## config.mk

```make
export PLATFORM = sky130hd
export DESIGN_NAME = fscb_status_bank
export DESIGN_NICKNAME = d
export VERILOG_FILES = /design/src/include/fscb_pkg.sv /design/src/logic/fscb_write_timer.sv /design/src/logic/fscb_status_bank.sv
export SDC_FILE = /design/constraint.sdc
export NUM_CORES = 1
export LEC_CHECK = 0
export ABC_AREA = 1
export BUFFER_PORTS_ARGS = -buffer_cell sky130_fd_sc_hd__clkbuf_2
export CORE_AREA = 2 2 75 77
export CTS_CLUSTER_SIZE = 8
export DETAILED_ROUTE_END_ITERATION = 10
export DIE_AREA = 0 0 77 79
export PLACE_DENSITY = 0.75
export SYNTH_ARGS = -nofsm -noshare
export SYNTH_HDL_FRONTEND = slang
export SYNTH_SLANG_ARGS = --single-unit
export TNS_END_PERCENT = 5
```

## constraint.sdc

```tcl
create_clock -name clock -period 1.8 [get_ports clock]
set_input_delay 0.09 -clock clock [delete_from_list [all_inputs] [get_ports clock]]
set_output_delay 0.09 -clock clock [all_outputs]
set_load 0.02 [all_outputs]
```

## src/include/fscb_pkg.sv

```systemverilog
// Package: opcodes, bit positions, defaults and carriers of the status bank
// Assumes a clock of 250 MHz and an upstream byte decoder of the serial link
package fscb_pkg;

    // Instruction codes
    localparam logic [7:0] OP_WREN     = 8'h06;
    localparam logic [7:0] OP_WRDI     = 8'h04;
    localparam logic [7:0] OP_VWREN    = 8'h50;
    localparam logic [7:0] OP_WRSR1    = 8'h01;
    localparam logic [7:0] OP_WRSR2    = 8'h31;
    localparam logic [7:0] OP_WRSR3    = 8'h11;
    localparam logic [7:0] OP_SUSPEND  = 8'h75;
    localparam logic [7:0] OP_RESUME   = 8'h7a;
    localparam logic [7:0] OP_QUAD_ON  = 8'h38;
    localparam logic [7:0] OP_QUAD_OFF = 8'hff;
    localparam logic [7:0] OP_ADDR4_ON = 8'hb7;
    localparam logic [7:0] OP_ADDR4_OFF= 8'he9;
    localparam logic [7:0] OP_OTP_A    = 8'haa;
    localparam logic [7:0] OP_OTP_B    = 8'h55;

    // Bit positions within the first status byte (S7..S0)
    localparam int SR1_BUSY   = 0;
    localparam int SR1_LATCH  = 1;
    localparam int SR1_BP     = 2;
    localparam int SR1_TOPBOT = 6;
    localparam int SR1_PROT   = 7;
    // Second status byte (S15..S8)
    localparam int SR2_LOCK   = 0;
    localparam int SR2_QUAD   = 1;
    localparam int SR2_LB     = 3;
    localparam int SR2_COMPL  = 6;
    localparam int SR2_SUSP   = 7;
    // Third status byte (S23..S16)
    localparam int SR3_CURW   = 0;
    localparam int SR3_PUPW   = 1;
    localparam int SR3_SCHEME = 2;
    localparam int SR3_DRV    = 5;
    localparam int SR3_HRST   = 7;

    // Read selects
    localparam logic [1:0] SEL_SR1 = 2'h0;
    localparam logic [1:0] SEL_SR2 = 2'h1;
    localparam logic [1:0] SEL_SR3 = 2'h2;

    // Reset values
    localparam logic [1:0] DRV_RESET = 2'h3;
    localparam logic [7:0] RSVD_READ = 8'h00;

    // Internal status write time
    localparam int CLOCK_PERIOD_NS = 4;
    localparam int WRITE_TIME_NS   = 64;
    localparam logic [4:0] WRITE_CYCLES =
        5'((WRITE_TIME_NS + CLOCK_PERIOD_NS - 1) / CLOCK_PERIOD_NS);

    typedef struct packed {
        logic       valid;
        logic [7:0] code;
        logic [7:0] data;
    } fscb_instr_t;

    typedef struct packed {
        logic       protBit;
        logic       otpLock;
        logic [3:0] bp;
        logic       topBottom;
        logic       complBit;
        logic       quadEn;
        logic [2:0] lb;
        logic       pupWidth;
        logic       scheme;
        logic [1:0] drv;
        logic       holdRst;
    } fscb_nv_t;

    typedef enum {PFX_IDLE, PFX_GOT_A, PFX_ARMED} fscb_pfx_t;

endpackage

```

## src/logic/fscb_write_timer.sv

```systemverilog
// Write cycle timer: busy for a fixed count after a start pulse
// Assumes start never arrives while busy
`timescale 1ns/10ps
`default_nettype none
module fscb_write_timer
    import fscb_pkg::*;
(
    // Clock and reset
    input  wire logic clock,
    input  wire logic sys_rst,
    // Control
    input  wire logic start,
    output var  logic busy,
    output var  logic done
);

    logic [4:0] count_q;

    always_ff @(posedge clock)
    begin
        if (sys_rst)
        begin
            count_q <= 5'h00;
            done    <= 1'b0;
        end
        else
        begin
            done <= (count_q == 5'h01);
            if (start)
                count_q <= WRITE_CYCLES;
            else if (count_q != 5'h00)
                count_q <= count_q - 5'h01;
        end
    end

    assign busy = (count_q != 5'h00);

endmodule
`default_nettype wire

```

## src/logic/fscb_status_bank.sv

```systemverilog
// Status and configuration bits of a serial flash, with write protection
// Assumes decoded instructions as one-cycle strobes; sys_rst is power-on
`timescale 1ns/10ps
`default_nettype none
module fscb_status_bank
    import fscb_pkg::*;
(
    // Clock and reset
    input  wire logic        clock,
    input  wire logic        sys_rst,
    // Instruction strobe
    input  wire fscb_instr_t instr,
    output var  logic        instrReady,
    input  wire logic        devReset,
    input  wire logic        programDone,
    // Pins
    input  wire logic        writeProtectPinN,
    // Status read
    input  wire logic [1:0]  readSel,
    output var  logic [7:0]  readData,
    // Non-volatile image
    input  wire fscb_nv_t    nvImageIn,
    output var  fscb_nv_t    nvImageOut,
    output var  logic        nvCommit,
    // Configuration outputs
    output var  logic        busy,
    output var  logic        quadDataLines,
    output var  logic        writeProtectPinActive,
    output var  logic        pausePinActive,
    output var  logic        resetPinActive,
    output var  logic        fourWireCommandMode,
    output var  logic        addr4Byte,
    output var  logic        protectSchemeSelect,
    output var  logic [1:0]  outputDriveStrength,
    output var  logic [2:0]  securityLocked,
    output var  logic [5:0]  arrayProtectBits,
    output var  logic        lockAllBlocks,
    output var  logic        suspendFlag
);

    fscb_nv_t   nv_q;
    fscb_pfx_t  pfx_q;
    logic       latch_q;
    logic       volEn_q;
    logic       nvPath_q;
    logic       lockDown_q;
    logic       suspend_q;
    logic       fourWire_q;
    logic       curWidth_q;
    logic       lockAll_q;
    logic [7:0] readData_q;
    logic       take;
    logic       isWrite;
    logic       pinLocked;
    logic       accept;
    logic       done;
    logic [7:0] sr1;
    logic [7:0] sr2;
    logic [7:0] sr3;

    fscb_write_timer u_timer (
        .clock   (clock),
        .sys_rst (sys_rst),
        .start   (accept),
        .busy    (busy),
        .done    (done)
    );

    // Only suspend is taken while a write cycle runs
    assign instrReady = !busy || (instr.code == OP_SUSPEND);
    assign take       = instr.valid && instrReady;
    assign isWrite    = take && (instr.code == OP_WRSR1 ||
                        instr.code == OP_WRSR2 || instr.code == OP_WRSR3);
    // Pin counts only while it is not a quad data line
    assign pinLocked  = nv_q.protBit && !nv_q.quadEn
                        && !writeProtectPinN;
    // Lock and latch gating of status writes
    assign accept     = isWrite && (latch_q || volEn_q)
                        && !lockDown_q
                        && !nv_q.otpLock && !pinLocked;

    // Write enable latch and volatile enable
    always_ff @(posedge clock)
    begin
        if (sys_rst)
        begin
            latch_q <= 1'b0;
            volEn_q <= 1'b0;
        end
        else if (done || programDone || (take && instr.code == OP_WRDI))
        begin
            latch_q <= 1'b0;
            volEn_q <= 1'b0;
        end
        else if (take && instr.code == OP_WREN)
            latch_q <= 1'b1;
        else if (take && instr.code == OP_VWREN)
            volEn_q <= 1'b1;
    end

    // Prefix sequence for permanent protection
    always_ff @(posedge clock)
    begin
        if (sys_rst)
            pfx_q <= PFX_IDLE;
        else if (take)
        begin
            case (pfx_q)
                PFX_IDLE:  pfx_q <= (instr.code == OP_OTP_A) ? PFX_GOT_A
                                                             : PFX_IDLE;
                PFX_GOT_A: pfx_q <= (instr.code == OP_OTP_B) ? PFX_ARMED
                                                             : PFX_IDLE;
                PFX_ARMED: pfx_q <= PFX_IDLE;
                default:   pfx_q <= PFX_IDLE;
            endcase
        end
    end

    // Status bits held in the non-volatile image
    always_ff @(posedge clock)
    begin
        if (sys_rst)
            nv_q <= nvImageIn;
        else if (accept)
        begin
            case (instr.code)
                OP_WRSR1:
                begin
                    nv_q.protBit   <= instr.data[SR1_PROT];
                    nv_q.topBottom <= instr.data[SR1_TOPBOT];
                    nv_q.bp        <= instr.data[SR1_BP +: 4];
                end
                OP_WRSR2:
                begin
                    nv_q.quadEn   <= instr.data[SR2_QUAD]
                                     || fourWire_q;
                    nv_q.lb       <= nv_q.lb | instr.data[SR2_LB +: 3];
                    nv_q.complBit <= instr.data[SR2_COMPL];
                    if (pfx_q == PFX_ARMED && instr.data[SR2_LOCK])
                        nv_q.otpLock <= 1'b1;
                end
                OP_WRSR3:
                begin
                    if (latch_q)
                        nv_q.pupWidth <= instr.data[SR3_PUPW];
                    nv_q.scheme  <= instr.data[SR3_SCHEME];
                    nv_q.drv     <= instr.data[SR3_DRV +: 2];
                    nv_q.holdRst <= instr.data[SR3_HRST];
                end
                default: nv_q <= nv_q;
            endcase
        end
    end

    // Lock-down bit, lost on power-on
    always_ff @(posedge clock)
    begin
        if (sys_rst)
            lockDown_q <= 1'b0;
        else if (accept && instr.code == OP_WRSR2)
            lockDown_q <= instr.data[SR2_LOCK];
    end

    // Commit the image after a non-volatile write cycle
    always_ff @(posedge clock)
    begin
        if (sys_rst)
        begin
            nvPath_q <= 1'b0;
            nvCommit <= 1'b0;
        end
        else
        begin
            if (accept)
                nvPath_q <= latch_q;
            nvCommit <= done && nvPath_q;
        end
    end

    // Suspend flag
    always_ff @(posedge clock)
    begin
        if (sys_rst)
            suspend_q <= 1'b0;
        else if (take && instr.code == OP_SUSPEND)
            suspend_q <= 1'b1;
        else if (take && instr.code == OP_RESUME)
            suspend_q <= 1'b0;
    end

    // Four-wire command mode
    always_ff @(posedge clock)
    begin
        if (sys_rst || devReset)
            fourWire_q <= 1'b0;
        else if (take && instr.code == OP_QUAD_ON && nv_q.quadEn)
            fourWire_q <= 1'b1;
        else if (take && instr.code == OP_QUAD_OFF)
            fourWire_q <= 1'b0;
    end

    // Current address width, seeded from the power-up bit
    always_ff @(posedge clock)
    begin
        if (sys_rst)
            curWidth_q <= nvImageIn.pupWidth;
        else if (devReset)
            curWidth_q <= nv_q.pupWidth;
        else if (take && instr.code == OP_ADDR4_ON)
            curWidth_q <= 1'b1;
        else if (take && instr.code == OP_ADDR4_OFF)
            curWidth_q <= 1'b0;
    end

    // Block lock set request after power-on or reset
    always_ff @(posedge clock)
    begin
        lockAll_q <= sys_rst || devReset;
    end

    // Status byte assembly, reserved bits read zero
    always_comb
    begin
        sr1 = {nv_q.protBit, nv_q.topBottom, nv_q.bp, latch_q, busy};
        sr2 = {suspend_q, nv_q.complBit, nv_q.lb, RSVD_READ[0], nv_q.quadEn,
               lockDown_q};
        sr3 = {nv_q.holdRst, nv_q.drv, RSVD_READ[1:0], nv_q.scheme,
               nv_q.pupWidth, curWidth_q};
    end

    always_ff @(posedge clock)
    begin
        if (sys_rst)
            readData_q <= 8'h00;
        else
        begin
            case (readSel)
                SEL_SR1: readData_q <= sr1;
                SEL_SR2: readData_q <= sr2;
                SEL_SR3: readData_q <= sr3;
                default: readData_q <= RSVD_READ;
            endcase
        end
    end

    // Outputs
    assign readData              = readData_q;
    assign nvImageOut            = nv_q;
    assign quadDataLines         = nv_q.quadEn;
    assign writeProtectPinActive = !nv_q.quadEn;
    assign pausePinActive        = !nv_q.quadEn && !nv_q.holdRst;
    assign resetPinActive        = !nv_q.quadEn && nv_q.holdRst;
    assign fourWireCommandMode   = fourWire_q;
    assign addr4Byte             = curWidth_q;
    assign protectSchemeSelect   = nv_q.scheme;
    assign outputDriveStrength   = nv_q.drv;
    assign securityLocked        = nv_q.lb;
    assign arrayProtectBits      = {nv_q.complBit, nv_q.topBottom,
                                    nv_q.bp};
    assign lockAllBlocks         = lockAll_q;
    assign suspendFlag           = suspend_q;
endmodule
`default_nettype wire

```

After elaboration in Yosys (flattened, before gate mapping). Index checks and enable logic that the tools add are counted.

Flip-flop bits (word level): 72. Input bits: 41. Output and inout port bits: 48.

$add $sub $neg: 1. Equal/unequal tests: 19. Muxes and demuxes: 23. Bitwise gates (word level): 2. Reduce and logical (&&, ||, !) cells: 59.

Operators with widths (number): $mux 17 (2); $eq 32x1->1 const B (1); $eq 32x3->1 const B (1); $eq 8x7->1 const B (4); $eq 8x8->1 const B (4); $logic_not 32->1 (1); $mux 5 (5); $pmux 8 s3 (1); $logic_and 1x1->1 (23); $reduce_bool 2->1 (9); $eq 8x3->1 const B (2); $eq 8x6->1 const B (2); $mux 1 (13); $eq 8x1->1 const B (1); $eq 8x5->1 const B (1); $logic_or 1x1->1 (8); $reduce_and 2->1 (4); $logic_not 1->1 (7); $reduce_and 3->1 (2); $eq 5x1->1 const B (1); $reduce_bool 5->1 (1); $sub 5x1->5 const B (1); $pmux 2 s2 (1); $reduce_bool 4->1 (1); other kinds (7) (8).

Longest topological paths before layout. Gate-level depths: netlist of the first run.

Depth in word-level cells: 11. Gate-level depth with buffers: 10. Mapped depth without buffers: 10.

By module. A second synthesis of the first run with hierarchy kept.

Cell total of the unflattened synthesis: 307. Area total of the unflattened synthesis: 2247.2 um2.

Modules (own cells, without submodules): fscb_status_bank (times used 1, cells an instance 268, area an instance 1948.1 um2, seq. area each 900.9 um2); fscb_write_timer (times used 1, cells an instance 39, area an instance 299.0 um2, seq. area each 120.1 um2).

Least setup slack after synthesis of the first run. No wires, ideal clock.

Kind: reg-to-reg. Start: register u_timer.count_q[0]. End: register nv_q (netlist bit arrayProtectBits[0]) (enable). Setup time: 330 ps. Data arrival time: 1475 ps. Required time: 1470 ps. Setup slack: -5 ps. Stages on the path, launching flop included: 7. Path buffers: 0. Cells stage by stage: dfxtp_1 inv_1 ha_1 nand3_2 a21oi_4 nand2_4 o21ai_2.

Cells in the longest elaborated chain, start to end: 11.

Ends and longest elaborated chain: from (decl) (line fscb_write_timer.sv:17) `logic [4:0] count_q;`; from (signal assigned) (line fscb_write_timer.sv:32) `count_q <= count_q - 5'h01;`; $reduce_bool 5->1 (line fscb_write_timer.sv:36) `assign busy = (count_q != 5'h00);`; via busy (line fscb_status_bank.sv:26) `output var logic busy,`; $logic_not 1->1 (line fscb_status_bank.sv:70) `assign instrReady = !busy || (instr.code == OP_SUSPEND);`; $logic_or 1x1->1 (line fscb_status_bank.sv:70); $logic_and 1x1->1 (line fscb_status_bank.sv:71) `assign take = instr.valid && instrReady;`; $logic_and 1x1->1 (line fscb_status_bank.sv:72) `assign isWrite = take && (instr.code == OP_WRSR1 ||`; $logic_and 1x1->1 (line fscb_status_bank.sv:78) `assign accept = isWrite && (latch_q || volEn_q)`; $logic_and 1x1->1 (line fscb_status_bank.sv:79) `&& !lockDown_q`; $logic_and 1x1->1 (2 in a row) (line fscb_status_bank.sv:80) `&& !nv_q.otpLock && !pinLocked;`; $reduce_bool 2->1 (no source line); $reduce_and 2->1 (no source line); to (signal assigned) (line fscb_status_bank.sv:123) `nv_q <= nvImageIn;`; to (signal assigned) (line fscb_status_bank.sv:150) `default: nv_q <= nv_q;`; to (decl) (line fscb_status_bank.sv:41) `fscb_nv_t nv_q;`.

The timed path passes the listed nets, and every way through them passes these cells. A chain may end at the register's enable or synchronous reset.

Worst setup path after layout of the first run.
Start: register u_timer.count_q[0]. End: register nv_q (netlist bit arrayProtectBits[4]) (enable).

Cells in the longest elaborated chain, start to end: 11.

Ends and longest elaborated chain (line): $reduce_bool 5->1 (fscb_write_timer.sv:36); $logic_not 1->1 (fscb_status_bank.sv:70); $logic_or 1x1->1 (fscb_status_bank.sv:70); $logic_and 1x1->1 (fscb_status_bank.sv:71); $logic_and 1x1->1 (fscb_status_bank.sv:72); $logic_and 1x1->1 (fscb_status_bank.sv:78); $logic_and 1x1->1 (fscb_status_bank.sv:79); $logic_and 1x1->1 (2 in a row) (fscb_status_bank.sv:80); $reduce_bool 2->1 (no source line); $reduce_and 2->1 (no source line).

No other way between the ends.

==> impl_metrics.ini, run 1 <==
[power]
irDropWorstVdd_mv = 0.673
leakagePower_uw = 0.00139
power.density_mw_per_mm2 = 1000

[global_route]
grt_overflow_total = 0
grt_pass1_vias = 1960
grt_max_degree = 29
antenna_found_initial = 0
grt_first_pass_wirelength_mm = 9.14
grt_usage_pct = 18.8

[outcome]
status = complete, no violations

[routing]
wl_met3_um = 387
maxUsedRoutingLayer = met4
wl_mm = 5.54
dr_wl_met2_mm = 2.61
drt_iter0_drc = 134
post_drt_wl_per_cell_um = 12.2
drtPass1Iterations = 4
ant_nets = 0
wl_met1_mm = 2.49
post-route-drc-count = 0
via_per_inst = 4.74
via_count = 2155

[logic_synthesis]
ys.flop_type = dfxtp_1
synth-seq-area-share_pct = 44.8
synth.distinct_cells = 30
synthTopCellsByCount = nand2_1 (98), nor2_1 (32), inv_1 (29)
ys_seq_elements = 42
ys_top_cells_by_area = edfxtp_1 (24%), dfxtp_1 (21%), nand2_1 (16%)
syn-mean-instance-area_um2 = 7.58
synth_edf_count = 18
synth_fp_nets = 345
syn_inst = 301
ys_async_sr_fraction_pct = 0
synth.most_common_cell = nand2_1
netlist.area_leader.share_pct = 23.7
synth_warnings = 0
synth_area_mm2 = 0.00228
yosysTopAreaCell = edfxtp_1

[critical_path]
path_cells = inv_1 > ha_1 > nand3_2 > a21oi_4 > nand2_4 > o21ai_4
critical_path.max_fanout = 6
cp_slowest_cell = dfxtp_1
crit_buf_inv = 1
path_delay_family = compound AO/OA/AOI/OAI gates
cp_slowest_stage_delay_ps = 340
cp-start-kind = flop
crit_required_ps = 1780
arrival_ps = 1650
r2r_slack_ps = 140
endpoint_kind = flop
criticalPathCategory = reg -> reg

[cells_and_area]
fin_area_mm2 = 0.00285
area_growth_pct = 24.7
drive_above_1_share_pct = 33.2
fillCellCount = 547
fin_nets = 426
antenna_cells = 0
finalNonFillerCells = 455

[place]
place_congestion = 0.889
dpl_cell_area_mm2 = 0.00274
post-place-cells = 447
post-dp-hpwl_mm = 4.48
portBuffers = 88

[sta]
finalSetupViolations = 0
finalClockSkew_ps = 9.03
tns_ps = 0
fin_crit_sh_pct = 92.4
min_period_ps = 1660
hold_viol = 0
worstMarginPinSlew_ps = 574
slew_viol_final = 0
max_freq_ghz = 0.601
slew_headroom_pct = 61.6

[die]
rows = 27
core_mm2 = 0.00534
dieWidth_um = 77
top_level_ports = 89
die_h_um = 79
start_util_pct = 42.7
dieArea_mm2 = 0.00608

[clock_tree]
clk_latency_ps = 300
root_buffer = clkbuf_8
max-clock-path-buffers = 2
clock_sink_count = 42
cts_buffers = 5
cts.htree.levels = 2
cts_tree = built
clk_pin_slew_ps = 80
holdBufCountCts = 0

[worst_hold_path]
holdCritPathClass = in -> reg

[job]
maxCapViolCount = 0
[stage by stage]
stage	utilization (%)	total power, uW	hold slack [ps]	worst slack [ps]
floorplan	-	1940	201	17.6
global placement	51.3	2230	322	180
detailed placement	51.3	2240	327	83.2
CTS	53.0	2860	19.4	64.4
global route	53.3	3040	40.3	-5.85
finish	53.3	2860	24.7	137
[state kept, by name, summed over array words and instances, names as in the netlist, 2 cells and up]
name / cells
readData: 8
u_timer.count_q: 5
outputDriveStrength: 2
arrayProtectBits: 6
nvImageOut: 4
securityLocked: 3
pfx_q: 2
[worst register-to-register path, delay by kind of cell, from the launching register on]
family	cells	cell delay, ps
flops	1	340
fa+ha+maj	1	190
compound gates	2	450
simple gates	2	270
buf+inv	1	100
[power breakdown]
group	internal [uW]	switching, uW	total (uW)
Sequential	1120	83.4	1200
Clock	277	347	624
Combinational	379	649	1030
[metal layers]
layer | up-vias | global-route usage, %
met5 | - | 0
met4 | 0 | 4.82
met3 | 6 | 4.09
met2 | 78 | 31.3
met1 | 963 | 25.0
li1 | 1108 | -
[final timing paths]
kind	startpoint	end	cells after the start
worst max-delay path	u_timer.count_q[0]$_SDFFE_PP0P_	arrayProtectBits[4]$_DFFE_PP_	6
worst min-delay path	devReset	lockAllBlocks$_DFF_P_	3
worst max register to register	u_timer.count_q[0]$_SDFFE_PP0P_	arrayProtectBits[4]$_DFFE_PP_	6
worst min register to register	nvPath_q$_SDFFE_PP0P_	nvCommit$_SDFF_PP0_	2
[repair_timing]
item                       CTS  global route
resized for setup            0             3
setup endpoints to repair    0            12
buffers inserted             0             0
[final cells by class]
class | instances | area (um2) | share of cell area (%)
clock buffer | 5 | 68.8 | 2.42
clock inverter | 3 | 23.8 | 0.836
multi-input combinational | 209 | 1040 | 36.5
timing repair buffer | 92 | 483 | 17.0
sequential | 42 | 1020 | 35.9
tap | 72 | 90.1 | 3.17
inverter | 32 | 120 | 4.22
[logic make-up (layout without fill, tap and decap cells)]
family | Yosys count | count (layout) | share of synthesized area, %
XOR/XNOR | 2 | 2 | 0.768
AO/OA/AOI/OAI | 25 | 25 | 6.86
flip-flops | 42 | 42 | 44.8
AND/OR/NAND/NOR | 179 | 179 | 35.6
adder cells (fa/ha/maj) | 3 | 3 | 1.65
buffers and inverters | 50 | 132 | 10.4
[cell usage in the layout, fill, tap and decap left out]
cell type	Yosys	layout
buf_4	13	3
xnor2_1	2	2
nor3b_1	1	1
nand2_4	2	3
inv_6	0	1
inv_1	29	29
nand2_1	98	97
nand3_1	12	12
nand4_1	7	7
o21ai_1	2	2
or2_2	1	1
clkinvlp_4	0	2
o21ai_0	6	6
ha_1	3	3
nor2_4	3	3
nor2_2	2	2
nand2_2	5	5
a31oi_1	1	1
a21oi_4	1	1
dfxtp_1	24	24
o21ai_4	0	1
inv_2	2	2
nor3_2	2	2
nor3_1	10	10
buf_12	0	1
clkbuf_8	0	5
a21oi_1	10	10
edfxtp_1	18	18
clkbuf_2	0	88
nor2_1	32	32
o21ai_2	2	1
or2_1	1	1
a21oi_2	3	3
clkinv_1	1	1
nand3_2	3	3
Note: power is estimated with default switching activity, not from simulation.
==> run 2: changes to the inputs <==
--- a/config.mk
+++ b/config.mk
@@ -5,7 +5,7 @@
 export SDC_FILE = /design/constraint.sdc
 export NUM_CORES = 1
 export LEC_CHECK = 0
-export ABC_AREA = 1
+export ABC_AREA = 0
 export BUFFER_PORTS_ARGS = -buffer_cell sky130_fd_sc_hd__clkbuf_2
 export CORE_AREA = 2 2 75 77
 export CTS_CLUSTER_SIZE = 8
==> impl_metrics.ini, run 2 <==
[outcome]
status = finished, violations left
failed_checks = setup timing

[clock_tree]
clk_pin_slew_ps = 90
clk_latency_ps = 310
holdBufCountCts = 0
cts.htree.levels = 2
cts_buffers = 5
clock_sink_count = 42
root_buffer = clkbuf_8
max-clock-path-buffers = 2
cts_tree = built

[routing]
drtPass1Iterations = 4
drt_iter0_drc = 104
post-route-drc-count = 0
via_per_inst = 4.91
ant_nets = 0
via_count = 1987
wl_mm = 5.70
post_drt_wl_per_cell_um = 14.1

[critical_path]
criticalPathCategory = reg -> reg
crit_required_ps = 1820
cp_slowest_cell = dfxtp_2
critical_path.max_fanout = 3
path_cells = inv_2 > ha_4 > nor4b_4 > inv_4 > nor4b_4 > nand4_1 > buf_6 > buf_6 > o21bai_1
endpoint_kind = flop
arrival_ps = 2010
cp-start-kind = flop
cp_slowest_stage_delay_ps = 330

[die]
dieWidth_um = 77
die_h_um = 79
rows = 27
core_mm2 = 0.00534
top_level_ports = 89
start_util_pct = 42.1
dieArea_mm2 = 0.00608

[worst_hold_path]
holdCritPathClass = in -> reg

[sta]
worstMarginPinSlew_ps = 522
finalClockSkew_ps = 5.26
slew_headroom_pct = 65.2
tns_ps = -2710
max_freq_ghz = 0.504
rsz0062_at_grt = yes
worst_slack_ps = -182
slew_viol_final = 0
min_period_ps = 1980
finalSetupViolations = 20
fin_crit_sh_pct = 110
hold_viol = 0

[cells_and_area]
antenna_cells = 0
largest_register_ff_count = 8
fin_nets = 376
final_cell_mix = clkbuf_2 (87), nand2_1 (30), nor2_1 (27)
layout_commonest_cell = clkbuf_2
area_growth_pct = 32.6
drive_above_1_share_pct = 43.8
fillCellCount = 504
finalNonFillerCells = 405

[power]
power.density_mw_per_mm2 = 1070
leakagePower_uw = 0.00137
p_total_uw = 3170
irDropWorstVdd_mv = 0.415

[logic_synthesis]
synth.distinct_cells = 51
ys_seq_elements = 42
ys.flop_type = dfxtp_1
synth_warnings = 0
netlist.area_leader.share_pct = 24.1
syn-mean-instance-area_um2 = 9.48
ys_async_sr_fraction_pct = 0
synth.most_common_cell = nand2_1
synth_area_mm2 = 0.00225
synth_edf_count = 18
synth_fp_nets = 281
ys_top_cells_by_area = edfxtp_1 (24%), dfxtp_1 (21%), nand2_1 (5.3%)
synth-seq-area-share_pct = 45.5
syn_inst = 237
yosysTopAreaCell = edfxtp_1
synthTopCellsByCount = nand2_1 (32), nor2_1 (27), dfxtp_1 (24)

[job]
maxCapViolCount = 0

[place]
place_congestion = 0.892
dpl_worst_slack_ps = -309
post-dp-hpwl_mm = 4.51
post-place-cells = 395
portBuffers = 88

[global_route]
grt_overflow_total = 0
antenna_found_initial = 0
grt_usage_pct = 19.5
grt_max_degree = 29
grt_first_pass_wirelength_mm = 9.28
grt_pass1_vias = 1995
==> run 2: cell count changes in the layout (fill, tap and decap cells not counted), moves of 9 or more <==
cell,change
nand2_1,-67
inv_1,-23
buf_4,+19
nand2b_1,+12
mux2i_1,+11
nand3_1,-9
==> run 2: layout make-up <==
cell class	instances	area (um2)	area share, %
Clock buffer	5	68.8	2.31
Clock inverter	3	23.8	0.798
Inverter	9	36.3	1.22
Multi-Input combinational cell	162	1110	37.1
Sequential cell	42	1020	34.4
Tap cell	72	90.1	3.02
Timing Repair Buffer	112	631	21.2
==> run 2: path summary, 6_finish.rpt <==
check                                                      from                           end  slack (ps)  depth (start not counted)
worst min-delay path                              nvImageIn[15]  nvImageOut[15]$_SDFFCE_PN1P_          40                          2
worst max-delay path            u_timer.count_q[0]$_SDFFE_PP0P_  nvImageOut[15]$_SDFFCE_PN1P_        -180                          9
worst max register to register  u_timer.count_q[0]$_SDFFE_PP0P_  nvImageOut[15]$_SDFFCE_PN1P_        -180                          9
worst min register to register            nvPath_q$_SDFFE_PP0P_           nvCommit$_SDFF_PP0_         460                          2
==> run 2: power by group <==
| group | switching [uW] | total [uW] | internal [uW] |
|---|---|---|---|
| Clock | 366 | 643 | 277 |
| Combinational | 700 | 1330 | 631 |
| Sequential | 85.5 | 1200 | 1110 |
==> run 2: cell families after synthesis <==
family | Yosys count | synth area share (%)
AND/OR/NAND/NOR | 115 | 27.6
flip-flops | 42 | 45.5
buffers and inverters | 33 | 8.36
AO/OA/AOI/OAI | 26 | 8.80
multiplexers | 15 | 6.91
XOR/XNOR | 3 | 1.17
adder cells (fa/ha/maj) | 3 | 1.67
==> run 2: metrics by stage <==
stage	utilization [%]	hold slack, ps	instance area (um2)
4_1_cts	55.3	49.3	2950
5_1_grt	55.8	50.8	2980
6_report	55.8	44.9	2980
3_5_place_dp	52.8	366	2820
2_1_floorplan	-	221	2280
3_3_place_gp	52.8	362	2820
==> run 2: metal layers <==
metal	global-route usage (%)	vias up	wire length, um
met2	35.2	66	2820
met4	4.82	0	78
li1	-	1003	-
met1	24.0	912	2450
met5	0	-	0
met3	4.20	6	343
==> run 2: critical path: cells and delay by family, from the launching register on <==
family	cells	cell delay, ps
adder cells (fa/ha/maj)	1	130
flip-flops	1	330
AO/OA/AOI/OAI	1	130
buffers and inverters	4	400
AND/OR/NAND/NOR	3	710
==> run 2: repair_timing <==
item,4_1_cts,5_1_grt
setup endpoints to repair,26,27
resized for setup,7,5
pin swaps,8,2
buffers inserted,2,0
==> run 3: changes to the inputs <==
--- a/config.mk
+++ b/config.mk
@@ -11,6 +11,7 @@
 export CTS_CLUSTER_SIZE = 8
 export DETAILED_ROUTE_END_ITERATION = 10
 export DIE_AREA = 0 0 77 79
+export GPL_TIMING_DRIVEN = 0
 export PLACE_DENSITY = 0.75
 export SYNTH_ARGS = -nofsm -noshare
 export SYNTH_HDL_FRONTEND = slang
==> impl_metrics.ini, run 3 (same netlist as run 2, synthesis figures left out) <==
[cells_and_area]
final_util_pct = 56.5
final_cell_mix = clkbuf_2 (83), nand2_1 (30), nor2_1 (27)
fin_area_mm2 = 0.00302
largest_register_ff_count = 8
antenna_cells = 0
layout_commonest_cell = clkbuf_2
drive_above_1_share_pct = 42.9
fillCellCount = 505
fin_nets = 381
area_growth_pct = 34.3

[clock_tree]
root_buffer = clkbuf_8
cts_tree = built
cts_buffers = 5
clk_pin_slew_ps = 80
cts.htree.levels = 2
max-clock-path-buffers = 2
clk_latency_ps = 310
clock_sink_count = 42
holdBufCountCts = 0

[sta]
worst_slack_ps = -247
fin_crit_sh_pct = 114
rsz0062_at_grt = yes
min_period_ps = 2050
finalSetupViolations = 19
slew_viol_final = 0
finalClockSkew_ps = 11.5
max_freq_ghz = 0.489
hold_viol = 0
worstMarginPinSlew_ps = 594
slew_headroom_pct = 60.4

[critical_path]
criticalPathCategory = reg -> reg
endpoint_kind = flop
arrival_ps = 2040
critical_path.max_fanout = 6
cpMostUsedCell = nor4b_4
path_cells = inv_2 > ha_4 > nor4b_4 > inv_4 > nor4b_4 > nand4_1 > buf_6 > o21bai_4
crit_required_ps = 1800
cp_slowest_stage_delay_ps = 340
cp-start-kind = flop
r2r_cells = 8
cp_slowest_cell = dfxtp_2

[routing]
via_count = 2039
wl_mm = 5.72
post-route-drc-count = 0
drtPass1Iterations = 5
drt_iter0_drc = 76
post_drt_wl_per_cell_um = 14.0
via_per_inst = 4.97
ant_nets = 0

[place]
portBuffers = 84
dpl_cell_area_mm2 = 0.00279
post-dp-hpwl_mm = 4.26
place_congestion = 0.886

[power]
leakagePower_uw = 0.00137
p_total_uw = 3140
power.density_mw_per_mm2 = 1040
irDropWorstVdd_mv = 0.502

[global_route]
grt_first_pass_wirelength_mm = 8.96
grt_usage_pct = 19.0
grt_overflow_total = 0
grt_max_degree = 16
grt_pass1_vias = 1931
antenna_found_initial = 0

[die]
rows = 27
die_h_um = 79
core_mm2 = 0.00534
dieArea_mm2 = 0.00608
start_util_pct = 42.1
top_level_ports = 89
dieWidth_um = 77

[job]
maxCapViolCount = 0

[worst_hold_path]
hold_depth = 2
holdCritPathClass = in -> reg

[outcome]
failed_checks = setup timing
status = finished, violations left
==> run 3: changes by cell type in the layout (fill, tap and decap cells not counted), sizes merged <==
| cell | before | now |
|---|---|---|
| buf | 24 | 27 |
| clkbuf | 93 | 95 |
| clkinv | 0 | 1 |
| clkinvlp | 2 | 1 |
==> run 3: final cells by class <==
class | instances | area, um2 | share of cell area [%]
Inverter | 9 | 36.3 | 1.20
Clock inverter | 3 | 25.0 | 0.830
Clock buffer | 5 | 68.8 | 2.28
Multi-Input combinational cell | 162 | 1120 | 37.1
Tap cell | 72 | 90.1 | 2.99
Sequential cell | 42 | 1020 | 33.9
Timing Repair Buffer | 93 | 498 | 16.5
Buffer | 24 | 155 | 5.14
==> run 3: per-layer routing <==
metal	global-route usage [%]	wire length [um]
met5	0	0
met4	5.89	82
met3	5.23	468
met2	33.5	2850
met1	22.6	2320
==> run 3: metrics by stage <==
step | hold slack [ps] | setup TNS (ps) | setup slack, ps | std cells
finish | 34.4 | -3720 | -247 | 410
global route | 40.4 | -5840 | -349 | 410
floorplan | 221 | -5790 | -365 | 237
global placement | 351 | -11830 | -697 | 393
CTS | 39.0 | -3770 | -248 | 410
detailed placement | 351 | -12820 | -744 | 393
==> run 3: path summary, 6_finish.rpt <==
| check | from | end | slack (ps) |
|---|---|---|---|
| min reg2reg | u_timer.done$_SDFF_PP0_ | nvCommit$_SDFF_PP0_ | 460 |
| min | nvImageIn[15] | nvImageOut[15]$_SDFFCE_PN1P_ | 30 |
| max reg2reg | u_timer.count_q[0]$_SDFFE_PP0P_ | arrayProtectBits[4]$_DFFE_PP_ | -250 |
| max | u_timer.count_q[0]$_SDFFE_PP0P_ | arrayProtectBits[4]$_DFFE_PP_ | -250 |
==> run 3: worst max-delay path: cells and delay by family (launching register included) <==
family                   cells  cell delay [ps]
flip-flops                   1              340
AND/OR/NAND/NOR              3              720
AO/OA/AOI/OAI                1              230
adder cells (fa/ha/maj)      1              130
buffers and inverters        3              310
==> run 3: repair_timing <==
item | CTS | global route
gates cloned | 0 | 0
endpoints found under the setup margin | 29 | 26
endpoints found under the hold margin | 0 | 0
pin swaps | 5 | 7
setup buffers | 9 | 0
resized for setup | 8 | 9
==> run 3: report_power, final <==
| group | switching (uW) | internal [uW] | leakage, uW |
|---|---|---|---|
| clock network | 374 | 280 | 0.0000447 |
| logic | 672 | 591 | 0.000954 |
| registers | 106 | 1110 | 0.000374 |
| total | 1150 | 1980 | 0.00137 |
